## config.mk

```make
export PLATFORM = sky130hd
export DESIGN_NAME = sfr_device_flat
export DESIGN_NICKNAME = d
export VERILOG_FILES = /design/src/rtl/sfr_pkg.sv /design/src/rtl/sfr_link_if.sv /design/src/rtl/sfr_device.sv /design/src/flat_wrapper.sv
export SDC_FILE = /design/constraint.sdc
export NUM_CORES = 1
export LEC_CHECK = 0
export ABC_AREA = 1
export ABC_CLOCK_PERIOD_IN_PS = 4300
export BUFFER_PORTS_ARGS = -buffer_cell sky130_fd_sc_hd__buf_4
export CELL_PAD_IN_SITES_DETAIL_PLACEMENT = 0
export CELL_PAD_IN_SITES_GLOBAL_PLACEMENT = 1
export CORE_MARGIN = 2
export CORE_UTILIZATION = 40
export CTS_BUF_LIST = sky130_fd_sc_hd__clkbuf_4
export DETAILED_ROUTE_END_ITERATION = 10
export GPL_ROUTABILITY_DRIVEN = 1
export PLACE_DENSITY_LB_ADDON = 0.1
export REMOVE_ABC_BUFFERS = 1
export SLEW_MARGIN = 20
export SYNTH_ARGS = -nofsm -noshare
export SYNTH_HDL_FRONTEND = slang
export SYNTH_SLANG_ARGS = --single-unit
```

## constraint.sdc

```tcl
create_clock -name mclk -period 4.3 [get_ports mclk]
set_input_delay 0.86 -clock mclk [delete_from_list [all_inputs] [get_ports mclk]]
set_output_delay 0.86 -clock mclk [all_outputs]
set_load 0.1 [all_outputs]
```

## src/rtl/sfr_pkg.sv

```systemverilog
// shared timing constants and state types for the flash reset sequencer
package sfr_pkg;
   // clock rate in kHz, 100 MHz
   localparam int CLK_KHZ = 100000;
   // absolute times as printed
   localparam int POWER_UP_DELAY_US = 300;
   localparam int RESET_HIGH_SETUP_TIME_NS = 50;
   localparam int RESET_RECOVERY_TIME_US = 35;
   localparam int RESET_PULSE_MIN_WIDTH_NS = 200;
   localparam int RESET_RELEASE_HOLD_TIME_NS = 50;
   // cycle counts, minimum times rounded up, setup time one cycle more
   localparam int POWER_UP_CYC = (POWER_UP_DELAY_US * CLK_KHZ + 999) / 1000;
   localparam int SETUP_CYC = (RESET_HIGH_SETUP_TIME_NS * CLK_KHZ + 999999) / 1000000 + 1;
   localparam int RECOVERY_CYC = (RESET_RECOVERY_TIME_US * CLK_KHZ + 999) / 1000;
   localparam int PULSE_CYC = (RESET_PULSE_MIN_WIDTH_NS * CLK_KHZ + 999999) / 1000000;
   localparam int HOLD_CYC = (RESET_RELEASE_HOLD_TIME_NS * CLK_KHZ + 999999) / 1000000;
   localparam int CNT_W = 16;

   // device sequencer states
   typedef enum logic [2:0] {
      SFR_POR     = 3'b000,
      SFR_HOLD    = 3'b001,
      SFR_STANDBY = 3'b011,
      SFR_ACTIVE  = 3'b010,
      SFR_WARM    = 3'b110
   } sfr_dev_state_t;

   // host sequencer states
   typedef enum logic [2:0] {
      SFR_H_PU    = 3'b000,
      SFR_H_IDLE  = 3'b001,
      SFR_H_PULSE = 3'b011,
      SFR_H_RHOLD = 3'b010,
      SFR_H_SETUP = 3'b110
   } sfr_host_state_t;
endpackage

```

## src/rtl/sfr_link_if.sv

```systemverilog
// interface joining host and flash reset sequencer ends
interface sfr_link_if;
   logic cs_n;     // chip select, host drives
   logic reset_n;  // reset pin, host drives
   modport device (input cs_n, input reset_n);
   modport host   (output cs_n, output reset_n);
endinterface

```

## src/rtl/sfr_device.sv

```systemverilog
// flash-side reset and power-state sequencer
// What this block and the host do
// full power-up delay before any operation
// host keeps select high during power-up
// reset pin ignored during power-on init
// reset low at power-up end holds reset
// host waits hold time after reset release
// reset high for setup time before low
// falling reset restores state within recovery
// failed init makes reset rerun full init
// valid reset aborts, tri-states, ignores commands
// host raises select during recovery
// pulse width plus hold covers recovery
// active while selected or operations pending
// init ends in standby, latch cleared
// power-up delay at most 300 us
// delays counted on free clock, rounded up
//
// the first sampled low of the reset pin starts a reset at once; a
// glitch shorter than the minimum pulse width is not filtered out
// a fall inside recovery is ignored; the host must wait out the setup
// time before pulling the pin low again
// a pin still low when a timed delay ends parks the device in hold
// the write enable latch has no set path in this block, only clears
// por_ok is sampled once, on the last cycle of the power-up delay
module sfr_device #(
   parameter int POWER_UP_CYCLES = sfr_pkg::POWER_UP_CYC
) (
   // clock and supply-good reset
   input  wire logic mclk,
   input  wire logic rst_n,
   // link to host
   sfr_link_if.device link,
   // user side
   input  wire logic por_ok,
   input  wire logic op_pending,
   output logic      ready,
   output logic      active,
   output logic      out_en,
   output logic      abort,
   output logic      write_enable_latch,
   output logic      in_reset
);
   // last values of the two delay counts
   localparam logic [sfr_pkg::CNT_W-1:0] PU_LAST = sfr_pkg::CNT_W'(POWER_UP_CYCLES - 1);
   localparam logic [sfr_pkg::CNT_W-1:0] RP_LAST = sfr_pkg::CNT_W'(sfr_pkg::RECOVERY_CYC - 1);

   // sequencer state and its delay counter
   sfr_pkg::sfr_dev_state_t   state;
   logic [sfr_pkg::CNT_W-1:0] cnt;
   // reset pin edge detection and the last power-on outcome
   logic                      reset_q;
   logic                      init_good;
   // decoded conditions shared by the processes below
   logic                      fall;
   logic                      pu_done;
   logic                      rec_done;
   logic                      serving;

   // a fall is a step between two edges; the edge register idles high
   assign fall = reset_q & ~link.reset_n;
   // terminal counts of the two timed states
   assign pu_done = (state == sfr_pkg::SFR_POR) && (cnt == PU_LAST);
   assign rec_done = (state == sfr_pkg::SFR_WARM) && (cnt == RP_LAST);
   // states in which the device answers the host
   assign serving = (state == sfr_pkg::SFR_STANDBY) || (state == sfr_pkg::SFR_ACTIVE);

   // previous reset pin level for edge detection; it idles high like
   // the pin, so no false fall follows reset
   always_ff @(posedge mclk or negedge rst_n) begin
      if (!rst_n) begin
         reset_q <= 1'b1;
      end else begin
         reset_q <= link.reset_n;
      end
   end

   // state sequencer; only a counted delay, a pin level or op_pending moves it
   always_ff @(posedge mclk or negedge rst_n) begin
      if (!rst_n) begin
         state <= sfr_pkg::SFR_POR;
      end else begin
         unique case (state)
            sfr_pkg::SFR_POR: begin
               // reset pin not looked at until the full delay ends
               if (pu_done) begin
                  state <= link.reset_n ? sfr_pkg::SFR_STANDBY : sfr_pkg::SFR_HOLD;
               end
            end
            sfr_pkg::SFR_HOLD: begin
               // pin still low after a timed delay: wait for its release
               if (link.reset_n) begin
                  state <= sfr_pkg::SFR_STANDBY;
               end
            end
            sfr_pkg::SFR_STANDBY, sfr_pkg::SFR_ACTIVE: begin
               // a fall after a failed power-on reruns the full delay
               if (fall && !init_good) begin
                  state <= sfr_pkg::SFR_POR;
               end else if (fall) begin
                  state <= sfr_pkg::SFR_WARM;
               end else if (!link.cs_n || op_pending) begin
                  state <= sfr_pkg::SFR_ACTIVE;
               end else begin
                  state <= sfr_pkg::SFR_STANDBY;
               end
            end
            sfr_pkg::SFR_WARM: begin
               // recovery counted from the falling edge, later falls ignored
               if (rec_done) begin
                  state <= link.reset_n ? sfr_pkg::SFR_STANDBY : sfr_pkg::SFR_HOLD;
               end
            end
            default: begin
               // unused code: restart the full power-on run
               state <= sfr_pkg::SFR_POR;
            end
         endcase
      end
   end

   // delay counter: runs only in the two timed states, zero elsewhere,
   // and starts from zero on every entry into either of them
   always_ff @(posedge mclk or negedge rst_n) begin
      if (!rst_n) begin
         cnt <= '0;
      end else if (pu_done || rec_done || (fall && serving)) begin
         cnt <= '0;
      end else if (state == sfr_pkg::SFR_POR || state == sfr_pkg::SFR_WARM) begin
         cnt <= cnt + 1'b1;
      end else begin
         cnt <= '0;
      end
   end

   // outcome of the power-on run, taken as its delay ends; it decides
   // whether the next fall is a warm reset or a full rerun
   always_ff @(posedge mclk or negedge rst_n) begin
      if (!rst_n) begin
         init_good <= 1'b0;
      end else if (pu_done) begin
         init_good <= por_ok;
      end
   end

   // operations accepted only while serving; refused from the edge of a fall
   // so no command slips in on the cycle the reset is seen
   always_ff @(posedge mclk or negedge rst_n) begin
      if (!rst_n) begin
         ready <= 1'b0;
      end else begin
         ready <= serving && !fall;
      end
   end

   // active power state, kept while selected or while work is pending;
   // it lags the state register by one cycle
   always_ff @(posedge mclk or negedge rst_n) begin
      if (!rst_n) begin
         active <= 1'b0;
      end else begin
         active <= (state == sfr_pkg::SFR_ACTIVE);
      end
   end

   // outputs driven only while selected and serving; a fall releases them
   // at once rather than after the minimum pulse width
   always_ff @(posedge mclk or negedge rst_n) begin
      if (!rst_n) begin
         out_en <= 1'b0;
      end else begin
         out_en <= (state == sfr_pkg::SFR_ACTIVE) && !link.cs_n && !fall;
      end
   end

   // one-cycle pulse when a fall cuts an operation in progress; a fall
   // in standby has nothing to abort
   always_ff @(posedge mclk or negedge rst_n) begin
      if (!rst_n) begin
         abort <= 1'b0;
      end else begin
         abort <= fall && (state == sfr_pkg::SFR_ACTIVE);
      end
   end

   // reset flag for the user side, high in every timed or holding state;
   // it rises one cycle after the fall is seen
   always_ff @(posedge mclk or negedge rst_n) begin
      if (!rst_n) begin
         in_reset <= 1'b1;
      end else begin
         in_reset <= (state == sfr_pkg::SFR_POR || state == sfr_pkg::SFR_HOLD
                      || state == sfr_pkg::SFR_WARM);
      end
   end

   // write enable latch, cleared by any reset path: held clear in every
   // state but serving, and cleared on the edge of a fall; nothing in
   // this block sets it
   always_ff @(posedge mclk or negedge rst_n) begin
      if (!rst_n) begin
         write_enable_latch <= 1'b0;
      end else if (state != sfr_pkg::SFR_ACTIVE && state != sfr_pkg::SFR_STANDBY) begin
         write_enable_latch <= 1'b0;
      end else if (fall) begin
         write_enable_latch <= 1'b0;
      end
   end
endmodule // sfr_device

```

## src/flat_wrapper.sv

```systemverilog
// flat-port wrapper written by rule: the top's interface ports become plain ports
module sfr_device_flat 
#(
   parameter int POWER_UP_CYCLES = sfr_pkg::POWER_UP_CYC
)
  (mclk, rst_n, por_ok, op_pending, ready, active, out_en, abort, write_enable_latch, in_reset, link_cs_n, link_reset_n);
  sfr_link_if link_i ();
  input  wire logic mclk;
  input  wire logic rst_n;
  input  wire logic por_ok;
  input  wire logic op_pending;
  output logic ready;
  output logic active;
  output logic out_en;
  output logic abort;
  output logic write_enable_latch;
  output logic in_reset;
  input wire logic [$bits(link_i.cs_n)-1:0] link_cs_n;
  input wire logic [$bits(link_i.reset_n)-1:0] link_reset_n;
  assign link_i.cs_n = link_cs_n;
  assign link_i.reset_n = link_reset_n;
  sfr_device #(.POWER_UP_CYCLES(POWER_UP_CYCLES)) u_core (.mclk(mclk), .rst_n(rst_n), .link(link_i), .por_ok(por_ok), .op_pending(op_pending), .ready(ready), .active(active), .out_en(out_en), .abort(abort), .write_enable_latch(write_enable_latch), .in_reset(in_reset));
endmodule
```

[Word-level counts from Yosys, hierarchy flattened]
Cells that the tools add are included.
Word-level totals
  memories kept: 0
  ROM bits: 0
  latch bits: 0
  flip-flop bits (word level): 27
  word-level logic and storage cells: 59
  input bits: 6
  output and inout port bits: 6
  RAM bits: 0
Operators by class
  reduce and logical (&&, ||, !) cells: 23
  div/mod/pow operators: 0
  multiplexer cells: 12
  equal/unequal tests: 11
  bitwise gates (word level): 2
  shifts and indexed selects: 0
  $lt $le $gt $ge: 0
  $mul: 0
  add/sub/neg operators: 1
Operator list (number)
  16-bit two-way mux: 2
  16-bit by 1-bit adder with 16-bit output, second input constant: 1
  16-bit by 12-bit == test with 1-bit output, second input constant: 1
  16-bit by 15-bit == test with 1-bit output, second input constant: 1
  3-bit two-way mux: 5
  3-bit case mux with 4 select lines: 1
  1-bit logical AND: 9
  1-bit logical OR: 7
  3-bit by 2-bit == test with 1-bit output, second input constant: 2
  3-bit by 2-bit inequality test with 1-bit output, second input constant: 2
  2-bit by 1-bit inequality test with 1-bit output, second input constant: 2
  3-bit by 1-bit == test with 1-bit output, second input constant: 1
  3-bit == test, second input constant: 1
  1-bit zero test: 3
  3-bit zero test: 1
  1-bit two-way mux: 3
  3-bit AND reduction: 1
  2-bit two-way mux: 1
  2-bit inequality test, second input constant: 1
  2-bit nonzero test: 1
  2-bit OR reduction: 1
  1-bit AND: 1
  1-bit inverter: 1

[Logic depth before layout (Yosys ltp)]
Gate-level depths: netlist of the first run.
  word-level depth: 6
  mapped depth: 11
  depth with buffers taken out: 10

[Worst setup path after synthesis of the first run]
Ideal clock, no wire load.
  path kind: reg2out
  start point: register u_core.abort
  end point: output abort
  cell stages (with the launch flop): 1
  path buffers: 0
  arrival: 0.883 ns
  path slack: 2.557 ns
  data required time: 3.440 ns
  cell sequence: dfrtp_1
RTL lines
  start, declared: line sfr_device.sv:40  | output logic abort,
  start signal, assigned: line sfr_device.sv:182  | abort <= fall && (state == sfr_pkg::SFR_ACTIVE);
  end, declared: line flat_wrapper.sv:15  | output logic abort;
No word-level cell between the ends.

[Worst setup path in the final report of the first run]
  start point: register u_core.in_reset
  end point: output in_reset
RTL lines
  start, declared: line sfr_device.sv:42  | output logic in_reset
  start signal, assigned: line sfr_device.sv:192  | in_reset <= (state == sfr_pkg::SFR_POR || state == sfr_pkg::SFR_HOLD
  end, declared: line flat_wrapper.sv:17  | output logic in_reset;
No word-level cell between the ends.

==> results.yml, run 1 <==
timing:
  setup_tns_ns: 0
  post-route-period-util_pct: 46.4
  hold_viol: 0
  report.final.slew_viol_count: 0
  final.min_clock_period_ns: 2.00
  finClkSkew_ns: 0.00451
  max_freq_mhz: 501
  rsz0062_at_grt: "no"
  finalSetupViolCount: 0
final_layout:
  layout.nets: 192
  multi_input_area_sq_um: 609
  syn2layout_area_growth_pct: 10.9
  drive_above_1_share_pct: 21.2
  design_area_sq_um: 1530
  nFillCells: 352
  seq_area_sq_um: 653
  layout_common_cells: "nand2_1, nor2_1, dfrtp_1"
  fin_cells: 230
  n_antenna_cell: 0
  final_common_cell: "nand2_1"
cts:
  clk_pin_slew_ns: 0.15
  postCtsSetupBuffers: 0
  cts-root-buf: "clkbuf_4"
  cts_buffer_depth: 2
  insertion_delay_ns: 0.32
  h-tree-depth: 1
  cts_resized: 0
  cts_hold_buffers: 0
  cts.sinks: 26
  cts_tree: "done"
  cts_buffers: 3
power_and_ir_drop:
  seq_power_share_pct: 57.4
  p_clk_share_pct: 39.4
  power_density_nw_per_um2: 279
  internal_power_uw: 343
  vdd_ir_drop_max_mv: 0.207
  switching_power_uw: 84.7
  p_sw_share_pct: 19.8
  combPwrFrac_pct: 3.2
  p_leak_uw: 0.000738
setup_path:
  start_kind: "register"
  required_ns: 3.44
  cpPeakStageDelay_ns: 0.54
  arrival_ns: 1.14
  cpMaxStageDelayCell: "dfstp_2"
  path_buf_inv: 1
  path_cells: "buf_4"
  worstSetupPathType: "reg -> out"
  endpoint_kind: "primary output"
  crit_fanout: 1
  critPathTopFamily: "flip-flops"
die:
  initial_utilization_pct: 41.4
  rows: 21
  die_x_um: 62.8
  top_level_ports: 12
  die_area_sq_um: 3940
  core_area_sq_um: 3340
  die_h_um: 62.8
yosys:
  avgSynthCellArea_sq_um: 7.99
  synth_area_sq_um: 1380
  yosysUniqueCellTypes: 26
  yosys_warnings: 0
  ys_seq_area_share_pct: 47.2
  syn_inst: 173
  synth-seq-cells: 26
placed_design:
  dpl_cell_area_sq_um: 1480
  place_hpwl_um: 2100
  place_congestion: 0.829
  port-buffer-count: 10
  dp_cells: 226
hold_path:
  hp-class: "in -> async"
grt:
  grt_pass1_wl_um: 4890
  gr-total-overflow: 0
  antenna_found_initial: 0
  track_usage_pct: 15.6
  grt_pass1_vias: 1127
  grt_max_degree: 27
detailed_routing:
  finalWirelength_um: 2710
  viasPerCell: 4.77
  drc_errors: 0
  antenna_left: 0
  wl_per_cell_um: 11.8
  dr.pass1.iters: 4
  num_vias: 1098
  drtIter0Drc: 39
flow_run:
  maxCapViolations: 0
status:
  status: "complete, no violations"
==> worst reg2reg max path, delay by kind of cell, from the launching register on <==
kind | cells | cell delay, ns
buffers and inverters | 2 | 0.24
flip-flops | 1 | 0.41
adder cells (fa/ha/maj) | 1 | 0.22
AND/OR/NAND/NOR | 7 | 0.68
==> Yosys cell counts (all sizes together) <==
| cell | count | area (sq um) |
|---|---|---|
| buf | 3 | 35.0 |
| nor3b | 1 | 7.51 |
| a21oi | 2 | 10.0 |
| xor2 | 7 | 61.3 |
| nor3 | 3 | 15.0 |
| dfstp | 2 | 52.6 |
| o21bai | 1 | 7.51 |
| ha | 1 | 12.5 |
| nand3b | 2 | 15.0 |
| xnor2 | 1 | 8.76 |
| nor2 | 42 | 190 |
| conb | 1 | 3.75 |
| o21ai | 3 | 15.0 |
| nand2 | 42 | 173 |
| nor4 | 1 | 6.26 |
| inv | 22 | 85.1 |
| dfrtp | 24 | 601 |
| nand3 | 8 | 40.0 |
| or2 | 1 | 6.26 |
| nand4 | 6 | 37.5 |
==> worst paths after layout <==
path	start	end	slack, ns	cells past startpoint
worst min register to register	u_core.cnt[0]	u_core.cnt[0]	0.48	1
worst min-delay path	rst_n	u_core.cnt[12]	0.42	1
max in group asynchronous	rst_n	u_core.reset_q	3.58	1
min in group mclk	u_core.cnt[0]	u_core.cnt[0]	0.48	1
worst max register to register	u_core.cnt[0]	u_core.cnt[10]	2.67	10
worst max-delay path	u_core.in_reset	in_reset	2.30	1
==> kinds of logic (layout without fill, tap and decap cells) <==
family,count (synthesis),in the layout,synth area share (%)
xor+xnor,8,8,5.07
other cells,1,1,0.271
buf+inv,25,36,8.69
compound gates,6,6,2.35
flops,26,26,47.2
simple gates,106,106,35.5
fa+ha+maj,1,1,0.905
==> per-layer routing <==
layer / routed length (um) / global-route usage [%]
met2: 1350 / 27.4
met1: 1250 / 19.3
met4: 20 / 3.33
met3: 89 / 4.14
met5: 0 / 0
==> power by group through the flow <==
| stage | registers, uW | clock network (uW) | logic [uW] |
|---|---|---|---|
| after CTS | 246 | 176 | 14.3 |
| final | 246 | 169 | 13.6 |
| after global routing | 246 | 185 | 15.2 |
| after detailed placement | 250 | 0 | 14.2 |
| after floorplan | 250 | 0 | 4.99 |
| after global placement | 250 | 0 | 13.9 |
==> final cells by class <==
| cell class | count | area share, % |
|---|---|---|
| inverters | 22 | 5.55 |
| clock inverters | 1 | 1.96 |
| clock buffers | 3 | 1.47 |
| repair buffers | 10 | 4.90 |
| well taps | 46 | 3.76 |
| multi-input cells | 122 | 39.8 |
| flip-flops and latches | 26 | 42.6 |
==> per-stage QoR <==
step / setup slack (ns) / util (%) / hold slack (ns) / power, uW
after floorplan: 2.56 / - / 0.443 / 255
after global placement: 2.67 / 44.4 / 0.455 / 264
after detailed placement: 2.63 / 44.4 / 0.466 / 264
after CTS: 2.28 / 45.9 / 0.423 / 436
after global routing: 2.25 / 45.9 / 0.415 / 446
final: 2.30 / 45.9 / 0.419 / 428
==> flip-flops by register name, indices dropped and copies added (netlist names) <==
register	count
u_core.init_good	1
u_core.abort	1
u_core.in_reset	1
u_core.cnt	16
u_core.active	1
u_core.ready	1
u_core.state	3
u_core.out_en	1
u_core.reset_q	1
Power figures use the tool's default switching activity.
==> run 2: changes to the inputs <==
Settings changed: ABC_CLOCK_PERIOD_IN_PS 4300 to 1920.
Clock period 4.3 ns to 1.92 ns, I/O delays scaled along.
==> results.yml, run 2 (synthesis gave the netlist of run 1 again) <==
die:
  top_level_ports: 12
  core_area_sq_um: 3340
  die_h_um: 62.8
  rows: 21
  initial_utilization_pct: 41.4
  die_area_sq_um: 3940
  die_x_um: 62.8
cts:
  cts_tree: "done"
  cts_buffers: 3
  cts_buffer_depth: 2
  h-tree-depth: 1
  postCtsSetupBuffers: 0
  clk_pin_slew_ns: 0.16
  cts_hold_buffers: 1
  cts_resized: 0
  cts-root-buf: "clkbuf_4"
  insertion_delay_ns: 0.32
  cts.sinks: 26
final_layout:
  n_antenna_cell: 0
  layout_common_cells: "nand2_1, nor2_1, dfrtp_1"
  largest_register_ffs: 16
  final_common_cell: "nand2_1"
  layout.nets: 193
  syn2layout_area_growth_pct: 9.68
  top_regs: "u_core.cnt x16, u_core.state x3"
  nFillCells: 365
  design_area_sq_um: 1520
  largest-register: "u_core.cnt"
  drive_above_1_share_pct: 20.5
setup_path:
  worstSetupPathType: "reg -> reg"
  r2r_cells: 10
  critPathTopFamily: "simple AND/OR/NAND/NOR gates"
  start_kind: "register"
  cpMaxStageDelayCell: "dfrtp_1"
  crit_fanout: 13
  r2r_start: "u_core.cnt[0]"
  path_buf_inv: 2
  arrival_ns: 1.85
  path_cells: "ha_1, nand2_1, inv_2, nand2_2, nor2_1, nand2_1, nand2_2, nand2_4, inv_4, nor2_1"
  r2r_setup_slack_ns: 0.29
  reg2reg_to: "u_core.cnt[12]"
  endpoint_kind: "register"
  required_ns: 2.14
  cpPeakStageDelay_ns: 0.42
placed_design:
  place_ws_ns: 0.307
  place_hpwl_um: 2120
  place_congestion: 0.825
  dpl_cell_area_sq_um: 1480
  port-buffer-count: 10
detailed_routing:
  drtIter0Drc: 90
  antenna_left: 0
  drc_errors: 0
  dr.pass1.iters: 4
  num_vias: 1095
  viasPerCell: 4.74
  finalWirelength_um: 2780
  wl_per_cell_um: 12.0
timing:
  max_freq_mhz: 614
  rsz0062_at_grt: "no"
  finClkSkew_ns: 0.0124
  hold_viol: 0
  report.final.slew_viol_count: 0
  hold_ws_ns: 0.172
  final.min_clock_period_ns: 1.63
  post-route-period-util_pct: 84.8
  finalSetupViolCount: 0
  setup_tns_ns: 0
  finalWorstSetupSlack_ns: 0.292
hold_path:
  hp-start: "link_reset_n"
  hp-class: "in -> reg"
  worst_hold_path.endpoint: "u_core.reset_q"
  worstHoldPathCells: 1
flow_run:
  maxCapViolations: 0
grt:
  grt_max_degree: 27
  gr-total-overflow: 0
  grt_pass1_wl_um: 4980
  antenna_found_initial: 0
  grt_pass1_vias: 1122
  track_usage_pct: 16.0
power_and_ir_drop:
  p_leak_uw: 0.000729
  vdd_ir_drop_max_mv: 0.348
  power_density_nw_per_um2: 548
status:
  status: "complete, no violations"
[run 2: cell types whose count changed in the layout (fill, tap and decap cells not counted), sizes merged]
| cell | before | now |
|---|---|---|
| bufinv | 1 | 0 |
| clkinv | 0 | 1 |
| dlygate4sd3 | 0 | 1 |
[run 2: power by group]
part	switching (uW)	total [uW]	internal, uW
registers	0.250	550	550
logic	23.2	32.3	9.04
clock network	172	249	76.1
[run 2: layer usage]
metal	vias to the layer above	global-route usage [%]	share of wire [%]
met5	-	0	0
met4	0	5.00	1.4
li1	559	-	-
met1	513	21.7	50
met2	19	26.5	46
met3	4	2.16	2.6
[run 2: how the worst max path moves through the flow]
stage / from / endpoint / depth (start not counted)
global placement: u_core.cnt[0] / u_core.cnt[12] / 10
CTS: u_core.cnt[0] / u_core.cnt[10] / 10
detailed placement: u_core.cnt[0] / u_core.cnt[10] / 10
floorplan: u_core.cnt[0] / u_core.cnt[10] / 10
global route: u_core.cnt[0] / u_core.cnt[10] / 10
finish: u_core.cnt[0] / u_core.cnt[12] / 10
[run 2: cell type report]
class | instances | area, sq um | share of cell area [%]
timing repair buffer | 11 | 85.1 | 5.61
clock buffer | 3 | 22.5 | 1.49
multi-input combinational | 122 | 609 | 40.2
tap | 46 | 57.6 | 3.80
clock inverter | 1 | 3.75 | 0.248
inverter | 22 | 85.1 | 5.61
sequential | 26 | 653 | 43.1
[run 2: metrics by stage]
| step | utilization [%] | power (uW) | std cells |
|---|---|---|---|
| 2_1_floorplan | - | 571 | 170 |
| 3_3_place_gp | 44.4 | 591 | 226 |
| 3_5_place_dp | 44.4 | 592 | 226 |
| 4_1_cts | 45.4 | 841 | 231 |
| 5_1_grt | 45.4 | 867 | 231 |
| 6_report | 45.4 | 831 | 231 |
==> run 3: changes to the inputs <==
Settings changed: ABC_AREA 1 to 0, ABC_CLOCK_PERIOD_IN_PS 1920 to 1600.
Clock period 1.92 ns to 1.6 ns, I/O delays scaled along.
==> results.yml, run 3 <==
status:
  status: "complete, no violations"
detailed_routing:
  finalWirelength_um: 3260
  drtIter0Drc: 50
  antenna_left: 0
  dr.pass1.iters: 4
  drc_errors: 0
  num_vias: 1178
  wl_per_cell_um: 15.4
  viasPerCell: 5.56
yosys:
  yosysMostFrequentCell: "dfrtp_1"
  synth-seq-cells: 26
  synth_area_sq_um: 1380
  yosysUniqueCellTypes: 45
  synth_common_cells: "dfrtp_1, nor3_1, nand3_1"
  yosys_warnings: 0
  synth_ff_type: "dfrtp_1"
  synth-edff-count: 0
  synth.largest_area_cell: "dfrtp_1"
  synthArstFlopShare_pct: 100
  synth_area_leaders: "dfrtp_1, nor3_1, dfstp_2"
  avgSynthCellArea_sq_um: 10.7
  yosys.area.top_type_share_pct: 43.5
  ys_seq_area_share_pct: 47.3
  syn_inst: 129
final_layout:
  syn2layout_area_growth_pct: 31.6
  seq_area_sq_um: 656
  layout.nets: 174
  largest_register_ffs: 16
  nFillCells: 308
  layout_common_cells: "buf_4, dfrtp_1, nor3_1"
  design_area_sq_um: 1820
  final_common_cell: "buf_4"
  top_regs: "u_core.cnt x16, u_core.state x3"
  multi_input_area_sq_um: 777
  drive_above_1_share_pct: 42.8
  utilization_pct: 54.4
  n_antenna_cell: 0
  largest-register: "u_core.cnt"
setup_path:
  r2r_start: "u_core.cnt[0]"
  worstSetupPathType: "reg -> reg"
  reg2reg_to: "u_core.init_good"
  crit_fanout: 4
  startpoint: "u_core.cnt[0]"
  arrival_ns: 1.82
  r2r_cells: 6
  setup.worst_path.end: "u_core.init_good"
  start_kind: "register"
  endpoint_kind: "register"
  required_ns: 1.83
  r2r_setup_slack_ns: 0.01
timing:
  report.final.slew_viol_count: 0
  finalSetupViolCount: 0
  max_freq_mhz: 629
  post-route-period-util_pct: 99.3
  rsz0062_at_grt: "yes"
  final.min_clock_period_ns: 1.59
  finClkSkew_ns: 0.00468
  hold_viol: 0
placed_design:
  place_congestion: 0.759
  port-buffer-count: 10
  place_hpwl_um: 2170
  dpl_cell_area_sq_um: 1650
cts:
  cts-root-buf: "clkbuf_4"
  cts_tree: "done"
  cts_buffers: 3
  h-tree-depth: 1
  cts_buffer_depth: 2
  insertion_delay_ns: 0.32
  clk_pin_slew_ns: 0.14
  cts.sinks: 26
grt:
  grt_pass1_wl_um: 5620
  gr-total-overflow: 0
  antenna_found_initial: 0
  track_usage_pct: 18.0
  grt_max_degree: 27
  grt_pass1_vias: 1187
die:
  die_area_sq_um: 3940
  die_x_um: 62.7
  top_level_ports: 12
  core_area_sq_um: 3340
  die_h_um: 62.7
  rows: 21
  initial_utilization_pct: 41.4
hold_path:
  hp-class: "in -> reg"
  worstHoldPathCells: 1
power_and_ir_drop:
  power_density_nw_per_um2: 552
  p_clk_share_pct: 29.2
  internal_power_uw: 768
  seq_power_share_pct: 66.1
  p_leak_uw: 0.000793
  vdd_ir_drop_max_mv: 0.286
  switching_power_uw: 234
  combPwrFrac_pct: 4.8
  p_sw_share_pct: 23.3
flow_run:
  maxCapViolations: 0
run 3: cell count changes after synthesis, moves of 3 or more:
cell,previous run,this run
nor2_2,13,0
nor3_1,3,12
nand2_2,3,0
a211oi_2,0,3
inv_1,17,2
nand2b_1,0,4
or4_1,0,3
o31ai_1,0,3
nand2_1,38,5
inv_2,4,0
xnor2_1,1,4
nor2b_1,0,3
nor2_1,29,6
run 3: final cells by class:
class | instances | area share (%)
sequential | 26 | 36.1
inverter | 2 | 0.413
clock inverter | 1 | 0.207
tap | 46 | 3.17
multi-input combinational | 97 | 42.8
clock buffer | 3 | 1.24
timing repair buffer | 37 | 16.1
run 3: cells by family (layout without fill, tap and decap cells):
family / Yosys count / after routing / synth area share [%]
muxes: 1 / 1 / 0.816
buffers and inverters: 8 / 43 / 3.90
and+or+nand+nor: 65 / 65 / 29.9
xor gates and xnor gates: 10 / 10 / 6.35
adders and majority gates: 1 / 1 / 0.906
AOI/OAI and AO/OA: 17 / 19 / 10.5
DFF: 26 / 26 / 47.3
other: 1 / 1 / 0.272
run 3: worst min path at each step:
stage,slack (ns),startpoint,to
floorplan,0.02,rst_n,u_core.abort
global route,0.08,link_reset_n,u_core.reset_q
finish,0.11,link_reset_n,u_core.reset_q
detailed placement,0.25,rst_n,u_core.cnt[8]
CTS,0.10,link_reset_n,u_core.reset_q
global placement,0.24,rst_n,u_core.cnt[8]
run 3: metal layers:
metal / wire [um] / global-route usage (%) / vias up
met5: 0 / 0 / -
met4: 29 / 5.83 / 0
met3: 131 / 2.70 / 4
met2: 1540 / 28.8 / 29
met1: 1560 / 25.3 / 596
li1: - / - / 549
run 3: per-stage QoR:
step	std cells	worst slack, ns	TNS (ns)	hold WS (ns)	total power (uW)
global route	212	-0.0383	-0.236	0.0824	1050
CTS	208	0.00357	0	0.102	1010
detailed placement	202	-0.122	-0.915	0.250	720
floorplan	123	-0.167	-1.34	0.0244	694
finish	212	0.0112	0	0.112	1000
global placement	202	-0.0957	-0.312	0.245	719
run 3: what timing repair did:
item / in CTS / in global routing
cloned: 1 / 1
hold buffers: 1 / 0
endpoints found under the setup margin: 19 / 18
pin swaps: 4 / 6
endpoints found under the hold margin: 24 / 0
setup buffers: 0 / 3
gates resized for setup: 9 / 10
run 3: power groups by stage:
| stage | registers [uW] | clock network [uW] | logic [uW] |
|---|---|---|---|
| floorplan | 674 | 0 | 19.5 |
| global placement | 674 | 0 | 44.6 |
| detailed placement | 674 | 0 | 45.8 |
| CTS | 662 | 301 | 48.6 |
| global route | 663 | 332 | 52.9 |
| finish | 662 | 292 | 47.7 |
run 3: critical path: stages (launching register included):
cell	delay [ns]
dfrtp_1	0.41
ha_2	0.19
and4bb_2	0.22
and2_4	0.18
buf_4	0.13
nand3_2	0.07
mux2_4	0.30
